`config.mk`:
```
export PLATFORM = sky130hd
export DESIGN_NAME = sp4_serial_port
export DESIGN_NICKNAME = d
export VERILOG_FILES = /design/src/common/sp4_pkg.sv /design/src/hdl/sp4_serial_port.sv
export VERILOG_INCLUDE_DIRS = /design/src /design/src/common
export SDC_FILE = /design/constraint.sdc
export NUM_CORES = 1
export LEC_CHECK = 0
export ABC_AREA = 1
export BUFFER_PORTS_ARGS = -buffer_cell sky130_fd_sc_hd__buf_4
export CAP_MARGIN = 40
export CORE_MARGIN = 2
export CORE_UTILIZATION = 40
export DETAILED_ROUTE_END_ITERATION = 8
export PLACE_DENSITY = 0.72
export RECOVER_POWER = 50
export SYNTH_ARGS = -nofsm -noshare
export SYNTH_HDL_FRONTEND = slang
export SYNTH_SLANG_ARGS = --single-unit
export TNS_END_PERCENT = 5
```
`constraint.sdc`:
```
create_clock -name pclk -period 3.4 [get_ports pclk]
set_input_delay 0.68 -clock pclk [delete_from_list [all_inputs] [get_ports pclk]]
set_output_delay 0.68 -clock pclk [all_outputs]
set_load 0.02 [all_outputs]
```
`src/common/sp4_cfg.svh`:
```
// Purpose: offsets, field positions, reset values and counts of the serial port
// Assumes: 32-bit APB, word-aligned registers
// Notes:   definitions only
`ifndef SP4_CFG_SVH
`define SP4_CFG_SVH
// ==========================================================
// register offsets (byte addresses)
`define SP4_CTRL_OFF     8'h00
`define SP4_BUF_OFF      8'h04
`define SP4_PWR_OFF      8'h08
// ==========================================================
// control register fields
`define SP4_B_UPPER      7
`define SP4_B_LOWER      6
`define SP4_B_MPSEL      5
`define SP4_B_RXEN       4
`define SP4_B_TX9        3
`define SP4_B_RX9        2
`define SP4_B_TXDONE     1
`define SP4_B_RXDONE     0
// power control fields
`define SP4_B_DOUBLE     7
`define SP4_B_VIEW       6
`define SP4_CTRL_RST     8'h00
`define SP4_PWR_RST      8'h00
// ==========================================================
// mode 0 shift clock shape in pclk cycles
`define SP4_M0_PER_SLOW  4'hC
`define SP4_M0_PER_FAST  4'h4
`define SP4_M0_LEAD_SLOW 4'h3
`define SP4_M0_LEAD_FAST 4'h1
`define SP4_M0_LOW_SLOW  4'h6
`define SP4_M0_LOW_FAST  4'h2
// 16x tick prescaler terminal counts
`define SP4_M2_TERM_SLOW 2'h3
`define SP4_M2_TERM_FAST 2'h1
`define SP4_TM_TERM_SLOW 2'h1
`define SP4_TM_TERM_FAST 2'h0
// frame lengths, sample states, counter top
`define SP4_FRAME_10     4'hA
`define SP4_FRAME_11     4'hB
`define SP4_SAMP_A       4'h7
`define SP4_SAMP_B       4'h8
`define SP4_SAMP_C       4'h9
`define SP4_DIV_TOP      4'hF
`endif

```
`src/common/sp4_pkg.sv`:
```
// Purpose: types of the four-mode serial port
// Assumes: nothing
// Notes:   gray codes along the usual path
package sp4_pkg;
   // ==========================================================
   // transmit / shift engine
   typedef enum logic [1:0] {
      SP4_ENG_IDLE = 2'b00,
      SP4_ENG_ATX  = 2'b01,
      SP4_ENG_M0RX = 2'b10,
      SP4_ENG_M0TX = 2'b11
   } sp4_eng_t;
   // asynchronous receiver
   typedef enum logic {
      SP4_RX_HUNT = 1'b0,
      SP4_RX_RECV = 1'b1
   } sp4_rx_t;
endpackage : sp4_pkg

```
`src/hdl/sp4_serial_port.sv`:
```
// Purpose: four-mode serial port with APB register access
// Assumes: timer_ovf is a one-cycle pulse from pclk-domain logic
// Notes:   mode 0 is half duplex; async modes are full duplex
//
// Local design decisions: the register offsets and the APB interface to the registers.
`timescale 1ns/100ps
`include "sp4_cfg.svh"

module sp4_serial_port (
   input  wire logic        pclk,
   input  wire logic        presetn,
   input  wire logic        psel,
   input  wire logic        penable,
   input  wire logic        pwrite,
   input  wire logic [7:0]  paddr,
   input  wire logic [31:0] pwdata,
   output logic      [31:0] prdata,
   output logic             pready,
   output logic             pslverr,
   input  wire logic        timer_ovf,
   input  wire logic        rxd_in,
   output logic             rxd_out,
   output logic             rxd_oe_n,
   output logic             txd
);
   // ==========================================================
   // declarations
   logic               mode_select_upper;
   logic               mode_select_lower;
   logic               multiproc_select_bit;
   logic               rx_en;
   logic               tx_ninth_bit;
   logic               rx_ninth_bit;
   logic               tx_done_flag;
   logic               rx_done_flag;
   logic               frame_error_flag;
   logic               baud_double_bit;
   logic               error_view_select;
   logic [7:0]         rx_buf;
   logic [1:0]         mode;
   logic               rxd_meta;
   logic               rxd_sync;
   logic [1:0]         pre_cnt;
   logic [1:0]         pre_term;
   logic               tick16;
   logic [3:0]         tx_div;
   logic               tx_roll;
   sp4_pkg::sp4_eng_t  eng;
   logic [10:0]        sh;
   logic [3:0]         bcnt;
   logic [3:0]         phase;
   logic [3:0]         m0_per;
   logic [3:0]         m0_fall;
   logic [3:0]         m0_rise;
   logic [3:0]         frame_len;
   logic               m0_tx_end;
   logic               m0_rx_end;
   logic               atx_end;
   sp4_pkg::sp4_rx_t   rx_st;
   logic [3:0]         rx_div;
   logic [3:0]         rx_cnt;
   logic               s_a;
   logic               s_b;
   logic               rx_prev;
   logic [7:0]         rx_data;
   logic               rx_nb;
   logic               vote;
   logic               vote_now;
   logic               a_stop;
   logic               load_ok;
   logic               fe_set;
   logic               wr_en;
   logic               wr_ctrl;
   logic               wr_buf;
   logic               wr_pwr;
   logic               hit;
   logic [31:0]        rd_val;
   logic [7:0]         ctrl_rd;

   // ==========================================================
   // APB slave
   assign mode    = {mode_select_upper, mode_select_lower};
   assign wr_en   = psel && penable && pready && pwrite && !pslverr;
   assign wr_ctrl = wr_en && (paddr == `SP4_CTRL_OFF);
   assign wr_buf  = wr_en && (paddr == `SP4_BUF_OFF);
   assign wr_pwr  = wr_en && (paddr == `SP4_PWR_OFF);

   // bit 7 shows error flag or mode bit depending on view
   assign ctrl_rd = {error_view_select ? frame_error_flag : mode_select_upper,
                     mode_select_lower, multiproc_select_bit, rx_en,
                     tx_ninth_bit, rx_ninth_bit, tx_done_flag, rx_done_flag};

   // read decode; buffer reads return the receive side only
   always_comb begin
      hit    = 1'b1;
      rd_val = 32'h0000_0000;
      if (paddr == `SP4_CTRL_OFF) begin
         rd_val = {24'h00_0000, ctrl_rd};
      end else if (paddr == `SP4_BUF_OFF) begin
         rd_val = {24'h00_0000, rx_buf};
      end else if (paddr == `SP4_PWR_OFF) begin
         rd_val = {24'h00_0000, baud_double_bit, error_view_select, 6'h00};
      end else begin
         hit = 1'b0;
      end
   end

   // answer prepared in setup so the access phase completes at once
   always_ff @(posedge pclk or negedge presetn) begin
      if (!presetn) begin
         pready  <= 1'b0;
         prdata  <= 32'h0000_0000;
         pslverr <= 1'b0;
      end else if (psel && !penable) begin
         pready  <= 1'b1;
         prdata  <= pwrite ? 32'h0000_0000 : rd_val;
         pslverr <= !hit;
      end else begin
         pready  <= 1'b0;
         pslverr <= 1'b0;
      end
   end

   // ==========================================================
   // control and power registers
   always_ff @(posedge pclk or negedge presetn) begin
      if (!presetn) begin
         mode_select_upper    <= 1'b0;
         mode_select_lower    <= 1'b0;
         multiproc_select_bit <= 1'b0;
         rx_en                <= 1'b0;
         tx_ninth_bit         <= 1'b0;
         baud_double_bit      <= 1'b0;
         error_view_select    <= 1'b0;
      end else begin
         if (wr_ctrl) begin
            if (!error_view_select) begin
               mode_select_upper <= pwdata[`SP4_B_UPPER];
            end
            mode_select_lower    <= pwdata[`SP4_B_LOWER];
            multiproc_select_bit <= pwdata[`SP4_B_MPSEL];
            rx_en                <= pwdata[`SP4_B_RXEN];
            tx_ninth_bit         <= pwdata[`SP4_B_TX9];
         end
         if (wr_pwr) begin
            baud_double_bit   <= pwdata[`SP4_B_DOUBLE];
            error_view_select <= pwdata[`SP4_B_VIEW];
         end
      end
   end

   // ==========================================================
   // receive line synchroniser
   always_ff @(posedge pclk or negedge presetn) begin
      if (!presetn) begin
         rxd_meta <= 1'b1;
         rxd_sync <= 1'b1;
      end else begin
         rxd_meta <= rxd_in;
         rxd_sync <= rxd_meta;
      end
   end

   // ==========================================================
   // 16x tick: pclk/2 or /4 in mode 2, overflow/1 or /2 otherwise
   assign pre_term = (mode == 2'b10) ?
                     (baud_double_bit ? `SP4_M2_TERM_FAST : `SP4_M2_TERM_SLOW) :
                     (baud_double_bit ? `SP4_TM_TERM_FAST : `SP4_TM_TERM_SLOW);
   assign tick16 = (pre_cnt == pre_term) && ((mode == 2'b10) || timer_ovf);

   always_ff @(posedge pclk or negedge presetn) begin
      if (!presetn) begin
         pre_cnt <= 2'h0;
      end else if ((mode == 2'b10) || timer_ovf) begin
         pre_cnt <= (pre_cnt == pre_term) ? 2'h0 : pre_cnt + 2'h1;
      end
   end

   // transmit divide-by-16 runs free so bits align to it, not to the write
   assign tx_roll = tick16 && (tx_div == `SP4_DIV_TOP);
   always_ff @(posedge pclk or negedge presetn) begin
      if (!presetn) begin
         tx_div <= 4'h0;
      end else if (tick16) begin
         tx_div <= tx_div + 4'h1;
      end
   end

   // ==========================================================
   // transmit and mode 0 shift engine
   assign m0_per    = multiproc_select_bit ? `SP4_M0_PER_FAST : `SP4_M0_PER_SLOW;
   assign m0_fall   = (multiproc_select_bit ? `SP4_M0_LEAD_FAST : `SP4_M0_LEAD_SLOW) - 4'h1;
   assign m0_rise   = multiproc_select_bit ?
                      (`SP4_M0_LEAD_FAST + `SP4_M0_LOW_FAST - 4'h1) :
                      (`SP4_M0_LEAD_SLOW + `SP4_M0_LOW_SLOW - 4'h1);
   assign frame_len = (mode == 2'b01) ? `SP4_FRAME_10 : `SP4_FRAME_11;
   assign m0_tx_end = (eng == sp4_pkg::SP4_ENG_M0TX) && (phase == m0_per - 4'h1) && (bcnt == 4'h7);
   assign m0_rx_end = (eng == sp4_pkg::SP4_ENG_M0RX) && (phase == m0_rise + 4'h1) && (bcnt == 4'h7);
   assign atx_end   = (eng == sp4_pkg::SP4_ENG_ATX) && tx_roll && (bcnt == frame_len - 4'h1);

   // writes while busy are dropped; software waits for the done flag
   always_ff @(posedge pclk or negedge presetn) begin
      if (!presetn) begin
         eng      <= sp4_pkg::SP4_ENG_IDLE;
         txd      <= 1'b1;
         rxd_out  <= 1'b1;
         rxd_oe_n <= 1'b1;
         sh       <= 11'h7FF;
         bcnt     <= 4'h0;
         phase    <= 4'h0;
      end else begin
         case (eng)
            sp4_pkg::SP4_ENG_IDLE: begin
               txd   <= 1'b1;
               phase <= 4'h0;
               bcnt  <= 4'h0;
               if (wr_buf && (mode == 2'b00)) begin
                  eng      <= sp4_pkg::SP4_ENG_M0TX;
                  sh       <= {3'h7, pwdata[7:0]};
                  rxd_out  <= pwdata[0];
                  rxd_oe_n <= 1'b0;
               end else if (wr_buf) begin
                  eng <= sp4_pkg::SP4_ENG_ATX;
                  // stop, ninth (stop again in mode 1), data lsb first, start
                  sh  <= {1'b1, (mode == 2'b01) ? 1'b1 : tx_ninth_bit, pwdata[7:0], 1'b0};
               end else if ((mode == 2'b00) && rx_en && !rx_done_flag) begin
                  eng      <= sp4_pkg::SP4_ENG_M0RX;
                  rxd_oe_n <= 1'b1;
               end
            end
            sp4_pkg::SP4_ENG_ATX: begin
               if (tx_roll) begin
                  txd  <= sh[0];
                  sh   <= {1'b1, sh[10:1]};
                  bcnt <= bcnt + 4'h1;
                  if (atx_end) begin
                     eng <= sp4_pkg::SP4_ENG_IDLE;
                  end
               end
            end
            default: begin
               // mode 0: data leads, clock falls, stays low, rises
               phase <= (phase == m0_per - 4'h1) ? 4'h0 : phase + 4'h1;
               if (phase == m0_fall) begin
                  txd <= 1'b0;
               end else if (phase == m0_rise) begin
                  txd <= 1'b1;
               end
               if (eng == sp4_pkg::SP4_ENG_M0RX && phase == m0_rise + 4'h1) begin
                  sh   <= {3'h7, rxd_sync, sh[7:1]};               // one state late covers the sync delay
                  bcnt <= bcnt + 4'h1;
                  if (m0_rx_end) begin
                     eng <= sp4_pkg::SP4_ENG_IDLE;
                  end
               end
               if (eng == sp4_pkg::SP4_ENG_M0TX && phase == m0_per - 4'h1) begin
                  sh      <= {1'b1, sh[10:1]};
                  rxd_out <= sh[1];
                  bcnt    <= bcnt + 4'h1;
                  if (m0_tx_end) begin
                     eng      <= sp4_pkg::SP4_ENG_IDLE;
                     rxd_oe_n <= 1'b1;
                     rxd_out  <= 1'b1;
                  end
               end
            end
         endcase
      end
   end

   // ==========================================================
   // asynchronous receiver
   assign vote_now = (s_a & s_b) | (s_a & rxd_sync) | (s_b & rxd_sync);
   assign vote     = vote_now;
   assign a_stop   = (rx_st == sp4_pkg::SP4_RX_RECV) && tick16 && (rx_div == `SP4_SAMP_C) &&
                     (rx_cnt == frame_len - 4'h1);
   assign load_ok  = a_stop && !rx_done_flag && (!multiproc_select_bit || vote);
   assign fe_set   = a_stop && !vote;

   always_ff @(posedge pclk or negedge presetn) begin
      if (!presetn) begin
         rx_st   <= sp4_pkg::SP4_RX_HUNT;
         rx_div  <= 4'h0;
         rx_cnt  <= 4'h0;
         s_a     <= 1'b1;
         s_b     <= 1'b1;
         rx_prev <= 1'b1;
         rx_data <= 8'h00;
         rx_nb   <= 1'b0;
      end else if (tick16) begin
         case (rx_st)
            sp4_pkg::SP4_RX_HUNT: begin
               rx_prev <= rxd_sync;
               if (rx_en && (mode != 2'b00) && rx_prev && !rxd_sync) begin
                  rx_st  <= sp4_pkg::SP4_RX_RECV;
                  rx_div <= 4'h0;
                  rx_cnt <= 4'h0;
               end
            end
            default: begin
               rx_div <= rx_div + 4'h1;
               if (rx_div == `SP4_SAMP_A) begin
                  s_a <= rxd_sync;
               end else if (rx_div == `SP4_SAMP_B) begin
                  s_b <= rxd_sync;
               end else if (rx_div == `SP4_SAMP_C) begin
                  rx_cnt <= rx_cnt + 4'h1;
                  if (rx_cnt == 4'h0 && vote) begin
                     rx_st <= sp4_pkg::SP4_RX_HUNT;
                  end else if (a_stop) begin
                     rx_st   <= sp4_pkg::SP4_RX_HUNT;
                     rx_prev <= rxd_sync;
                  end else if (rx_cnt == 4'h9) begin
                     rx_nb <= vote;
                  end else if (rx_cnt != 4'h0) begin
                     rx_data <= {vote, rx_data[7:1]};
                  end
               end
            end
         endcase
      end
   end

   // ==========================================================
   // receive buffer and flags; a hardware set wins over a software clear
   always_ff @(posedge pclk or negedge presetn) begin
      if (!presetn) begin
         rx_buf           <= 8'h00;
         rx_ninth_bit     <= 1'b0;
         tx_done_flag     <= 1'b0;
         rx_done_flag     <= 1'b0;
         frame_error_flag <= 1'b0;
      end else begin
         if (load_ok) begin
            rx_buf       <= rx_data;
            rx_ninth_bit <= (mode == 2'b01) ? vote : rx_nb;
         end else if (m0_rx_end) begin
            rx_buf <= {rxd_sync, sh[7:1]};
         end else if (wr_ctrl) begin
            rx_ninth_bit <= pwdata[`SP4_B_RX9];
         end
         if (m0_tx_end || atx_end) begin
            tx_done_flag <= 1'b1;
         end else if (wr_ctrl) begin
            tx_done_flag <= pwdata[`SP4_B_TXDONE];
         end
         if (load_ok || m0_rx_end) begin
            rx_done_flag <= 1'b1;
         end else if (wr_ctrl) begin
            rx_done_flag <= pwdata[`SP4_B_RXDONE];
         end
         if (fe_set) begin
            frame_error_flag <= 1'b1;
         end else if (wr_ctrl && error_view_select && !pwdata[`SP4_B_UPPER]) begin
            frame_error_flag <= 1'b0;
         end
      end
   end
endmodule : sp4_serial_port

```
Word-level counts from Yosys, hierarchy flattened
Cells that the tools add are included.
{"block": "word_totals", "ff_bits": 106, "input_bits": 47, "output_inout_bits": 37, "wordCells": 249}
{"block": "op_classes", "bitwise_logic": 12, "eq_ne": 33, "addsub": 10, "mux": 86, "n_reduce_logical": 74}
{"operator": "32-bit two-way mux", "count": 3}
{"operator": "11-bit two-way mux", "count": 5}
{"operator": "4-bit two-way mux", "count": 12}
{"operator": "1-bit two-way mux", "count": 43}
{"operator": "1-bit logical AND", "count": 31}
{"operator": "2-bit two-way mux", "count": 13}
{"operator": "4-bit by 1-bit adder with 4-bit output, second input constant", "count": 6}
{"operator": "4-bit == test", "count": 6}
{"operator": "8-bit two-way mux", "count": 3}
{"operator": "11-bit case mux with 2 select lines", "count": 1}
{"operator": "2-bit nonzero test", "count": 9}
{"operator": "4-bit == test, second input constant", "count": 4}
{"operator": "4-bit case mux with 2 select lines", "count": 2}
{"operator": "2-bit != test, second input constant", "count": 6}
{"operator": "3-bit AND reduction", "count": 4}
{"operator": "4-bit nonzero test", "count": 3}
{"operator": "2-bit AND reduction", "count": 5}
{"operator": "5-bit AND reduction", "count": 2}
{"operator": "3-bit != test, second input constant", "count": 3}
{"operator": "9-bit AND reduction", "count": 1}
{"operator": "4-bit by 3-bit == test with 1-bit output, second input constant", "count": 2}
{"operator": "8-bit by 3-bit == test with 1-bit output, second input constant", "count": 1}
{"operator": "8-bit by 4-bit == test with 1-bit output, second input constant", "count": 1}
{"operator": "1-bit zero test", "count": 8}
{"operator": "other kinds (20)", "count": 41}

Logic depth before layout (Yosys ltp)
{"block": "logic_depth", "depth_word": 13, "mapped_depth": 12, "ltp_nobuf": 12}

Worst setup path before layout
Ideal clock, no wire load.
{"block": "synth_timing", "path_type": "input port to flip-flop", "from": "input paddr[7]", "to": "register tx_done_flag", "t_arrival_ps": 1659, "required_time_ps": 3262, "n_path_buf": 1, "cell_stages": 7, "path_slack_ps": 1602, "setup_time_ps": 138, "path_cell_list": "nor2_1 > nand3_1 > nor2_1 > nand2_1 > nor2_1 > buf_2 > o2111ai_1"}
{"block": "synth_via", "elab_chain_cells": 3}
{"item": "start: declaration", "line_no": "sp4_serial_port.sv:15", "text": "input wire logic [7:0] paddr,"}
{"item": "8-bit zero test (no source line)"}
{"item": "1-bit logical AND", "line_no": "sp4_serial_port.sv:84", "text": "assign wr_ctrl = wr_en && (paddr == `SP4_CTRL_OFF);"}
{"item": "2-bit nonzero test (no source line)"}
{"item": "end signal: assignment", "line_no": "sp4_serial_port.sv:345", "text": "tx_done_flag <= pwdata[`SP4_B_TXDONE];"}
{"item": "end: declaration", "line_no": "sp4_serial_port.sv:34", "text": "logic tx_done_flag;"}
Every way passes these cells.
A chain may end at the register's enable or synchronous reset.

Worst setup path in the final report
{"block": "layout_timing", "from": "register eng[1]", "to": "register bcnt[0]"}
{"block": "layout_via", "elab_chain_cells": 4, "elab_cells_between_ends": 11, "classes_between": "eq/ne (4); mux (2); reduce/logical (5)"}
{"item": "start: declaration", "line_no": "sp4_serial_port.sv:48", "text": "sp4_pkg::sp4_eng_t eng;"}
{"item": "start signal: assignment", "line_no": "sp4_serial_port.sv:204", "text": "eng <= sp4_pkg::SP4_ENG_IDLE;"}
{"item": "start signal: assignment", "line_no": "sp4_serial_port.sv:218", "text": "eng <= sp4_pkg::SP4_ENG_M0TX;"}
{"item": "start signal: assignment", "line_no": "sp4_serial_port.sv:223", "text": "eng <= sp4_pkg::SP4_ENG_ATX;"}
{"item": "2-bit == test, on equally long branches", "line_no": "sp4_serial_port.sv:256, sp4_serial_port.sv:249"}
{"item": "1-bit logical AND, on equally long branches", "line_no": "sp4_serial_port.sv:256, sp4_serial_port.sv:249"}
{"item": "4-bit two-way mux or 4-bit nonzero test (tied branches)"}
{"item": "4-bit case mux with 2 select lines or 2-bit AND reduction (tied branches)"}
{"item": "end signal: assignment", "line_no": "sp4_serial_port.sv:235", "text": "bcnt <= bcnt + 4'h1;"}
{"item": "end signal: assignment", "line_no": "sp4_serial_port.sv:251", "text": "bcnt <= bcnt + 4'h1;"}
{"item": "end signal: assignment", "line_no": "sp4_serial_port.sv:259", "text": "bcnt <= bcnt + 4'h1;"}
{"item": "end: declaration", "line_no": "sp4_serial_port.sv:50", "text": "logic [3:0] bcnt;"}
Parallel ways exist; a longest one is shown, timed or not.

==> out/metrics.cfg <==
[critical_path]
crit_required_ns = 3.66
crit_path_end_kind = register
critPathMaxFanout = 17
r2r-start = eng[1]
ff2ff_path_depth = 5
startpoint = eng[1]
critical_path_arrival_ns = 2.40
r2r_setup_slack_ns = 1.26
rr_endpoint = bcnt[0]
worstSetupPathType = reg -> reg
cp-start-kind = register

[route]
drt_pass1_iterations = 6
drtIter0Drc = 340
vias = 4077
top_layer = met4
met3_length_um = 819
wl_met1_um = 4360
wl_met2_um = 4950
wl_per_cell_um = 13.6
drc = 0
wirelength_um = 10500
viasPerCell = 5.26
ant_nets = 0

[cts]
hold_buffers = 0
cts_tree = done
htreeDepth = 3
cts_buffer_depth = 2
cts_setup_buffers = 0
path_clk_slew_ns = 0.06
cts_num_sinks = 81
cts_buffers = 9
clkLatencyLatePin_ns = 0.35
cts-root-buf = clkbuf_16
post_cts_resized = 0

[floorplan]
rows = 39
die_w_um = 111
initial_core_util_pct = 40.6
ios = 84
core_um2 = 11300
chipHeight_um = 111
die_area_um2 = 12300

[global_route]
grt_overflow = 0
grt_antenna_before_repair = 0
grt_max_degree = 68
grt_util_all_layers_pct = 17.7
grt_pass1_wl_um = 18000
grt_pass1_vias = 3751

[sta]
hold_viol = 0
fin_crit_ns = 2.14
worst_slew_pin_slew_ns = 0.910
skew_ns = 0.0111
tns_ns = 0
setup_slack_ns = 1.26
fin_crit_sh_pct = 63.0
grt_setup_unrepaired = false
setup_violations = 0
finalMaxSlewViolations = 0
fmax_ghz = 0.467
slew_headroom_pct = 39.3

[synth]
mappedNetlistArea_um2 = 4580
yosysUniqueCellTypes = 42
synth-seq-area-share_pct = 44.8
netlist_instances = 588
avgSynthCellArea_um2 = 7.79
synth_warnings = 0
ys_ff_latch = 81

[cells_and_area]
final_util_pct = 46.5
seqCellArea_um2 = 2050
final_nets = 683
drive_gt1_share_pct = 15.5
multi_input_area_um2 = 2160
n_antenna_cell = 0
syn2layout_area_growth_pct = 14.6
fill_cells = 1084

[hold_path]
min_to = rxd_sync
hp-start = rxd_meta
hold_path.class = reg -> reg
timing.hold.worst_path_depth = 0

[flow_run]
cap_violations = 0

[power_and_ir_drop]
ir_worst_vdd_uv = 290
powerDensity_nw_per_um2 = 655
p_leak_uw = 0.00263

[placed_design]
pre_cts_ws_ns = 1.01
io_buffers = 35
routabilityCongestion = 0.914
dp_hpwl_um = 7710

[run_status]
status = finished, final reports clean

layout by cell type (no fill, tap or decap), types with 2 or more instances in the layout:
master     synthesis  final
a21oi_1           13     13
nor4_1             2      2
bufinv_16          0      2
inv_2              4      4
o211ai_1           2      2
nand3_1           90     90
conb_1             1     24
inv_1             52     52
a211oi_1           2      2
dfrtp_1           63     63
xor2_1             5      5
nor2_1            35     35
nor3_1             4      4
clkbuf_4           0      2
o21ai_0           27     27
o22ai_1            3      3
buf_4             24     36
xnor2_1            4      4
dfstp_2           18     18
clkbuf_16          0      9
or2_2              5      5
nand2_1          174    174
ha_1               9      9
nand4_1            5      5
nand2_2            3      3
a22o_1             6      6
nor2_4             3      3
nor2_2             2      2
o21ai_1            8      8
final cells by class:
| class | count | share of cell area (%) |
|---|---|---|
| Inverter | 57 | 4.08 |
| Tap cell | 143 | 3.41 |
| Multi-Input combinational cell | 438 | 41.1 |
| Timing Repair Buffer | 40 | 6.04 |
| Clock buffer | 10 | 4.56 |
| Clock inverter | 6 | 1.72 |
| Sequential cell | 81 | 39.1 |
worst max-delay path by stage:
stage | cells after the start | slack [ns] | end
final | 5 | 1.26 | bcnt[0]
after global routing | 5 | 1.13 | bcnt[0]
after CTS | 5 | 1.33 | bcnt[0]
after detailed placement | 9 | 1.01 | sh[5]
after global placement | 11 | 1.06 | sh[5]
after floorplan | 7 | 1.60 | tx_done_flag
kinds of logic after synthesis:
group	share of synthesized area, %
xor+xnor	1.72
other cells	0.0819
fa+ha+maj	2.46
simple gates	32.2
buf+inv	10.0
flops	44.8
mux	0.246
compound gates	8.53
state kept, by name, indices dropped and copies added, names as in the netlist, 4 cells and up:
| register | cells |
|---|---|
| prdata | 8 |
| bcnt | 4 |
| rx_buf | 8 |
| rx_data | 8 |
| tx_div | 4 |
| phase | 4 |
| sh | 10 |
| rx_cnt | 4 |
| rx_div | 4 |
cells in the mapped netlist, drive strengths merged:
| cell | count | area share [%] |
|---|---|---|
| a21oi | 14 | 1.8 |
| clkbuf | 3 | 0.25 |
| inv | 56 | 4.6 |
| conb | 1 | 0.082 |
| xnor2 | 4 | 0.77 |
| o21ai | 36 | 4.0 |
| nand3 | 91 | 10 |
| nand2 | 178 | 15 |
| o22ai | 3 | 0.41 |
| ha | 9 | 2.5 |
| nor2 | 41 | 4.3 |
| buf | 32 | 5.1 |
| nand4 | 6 | 1.1 |
| o2111ai | 1 | 0.19 |
| xor2 | 5 | 0.96 |
| mux2 | 1 | 0.25 |
| and3 | 1 | 0.14 |
| a211oi | 2 | 0.33 |
| o31ai | 1 | 0.16 |
| dfstp | 18 | 10 |
| or2 | 5 | 0.68 |
| nor4 | 2 | 0.27 |
| a22oi | 1 | 0.16 |
| clkinv | 1 | 0.082 |
| o211ai | 2 | 0.33 |
| a22o | 6 | 1.1 |
| dfrtp | 63 | 34 |
| nor3 | 5 | 0.66 |
layer usage:
metal | vias to the layer above | global-route usage [%]
li1 | 1955 | -
met1 | 1936 | 22.4
met2 | 154 | 29.1
met3 | 32 | 4.48
met4 | 0 | 6.92
met5 | - | 0
stage by stage:
step                instances  power, uW  instance area [um^2]  hold WS (ns)
global route              775       3650                  5250         0.360
finish                    775       3440                  5250         0.355
floorplan                 611       2120                  4660         0.345
CTS                       775       3450                  5250         0.188
detailed placement        759       2380                  4920         0.347
global placement          758       2310                  4890         0.347
power breakdown:
group | total (uW) | switching (uW) | internal [uW]
Clock | 1070 | 406 | 666
Combinational | 956 | 627 | 329
Sequential | 1410 | 199 | 1210
worst max-delay path: stages (launching register included):
cell	delay, ns
dfrtp_1	0.52
inv_1	0.14
nand2_1	0.49
inv_1	0.37
or2_2	0.37
o21ai_0	0.15
Note: power is estimated with default switching activity, not from simulation.
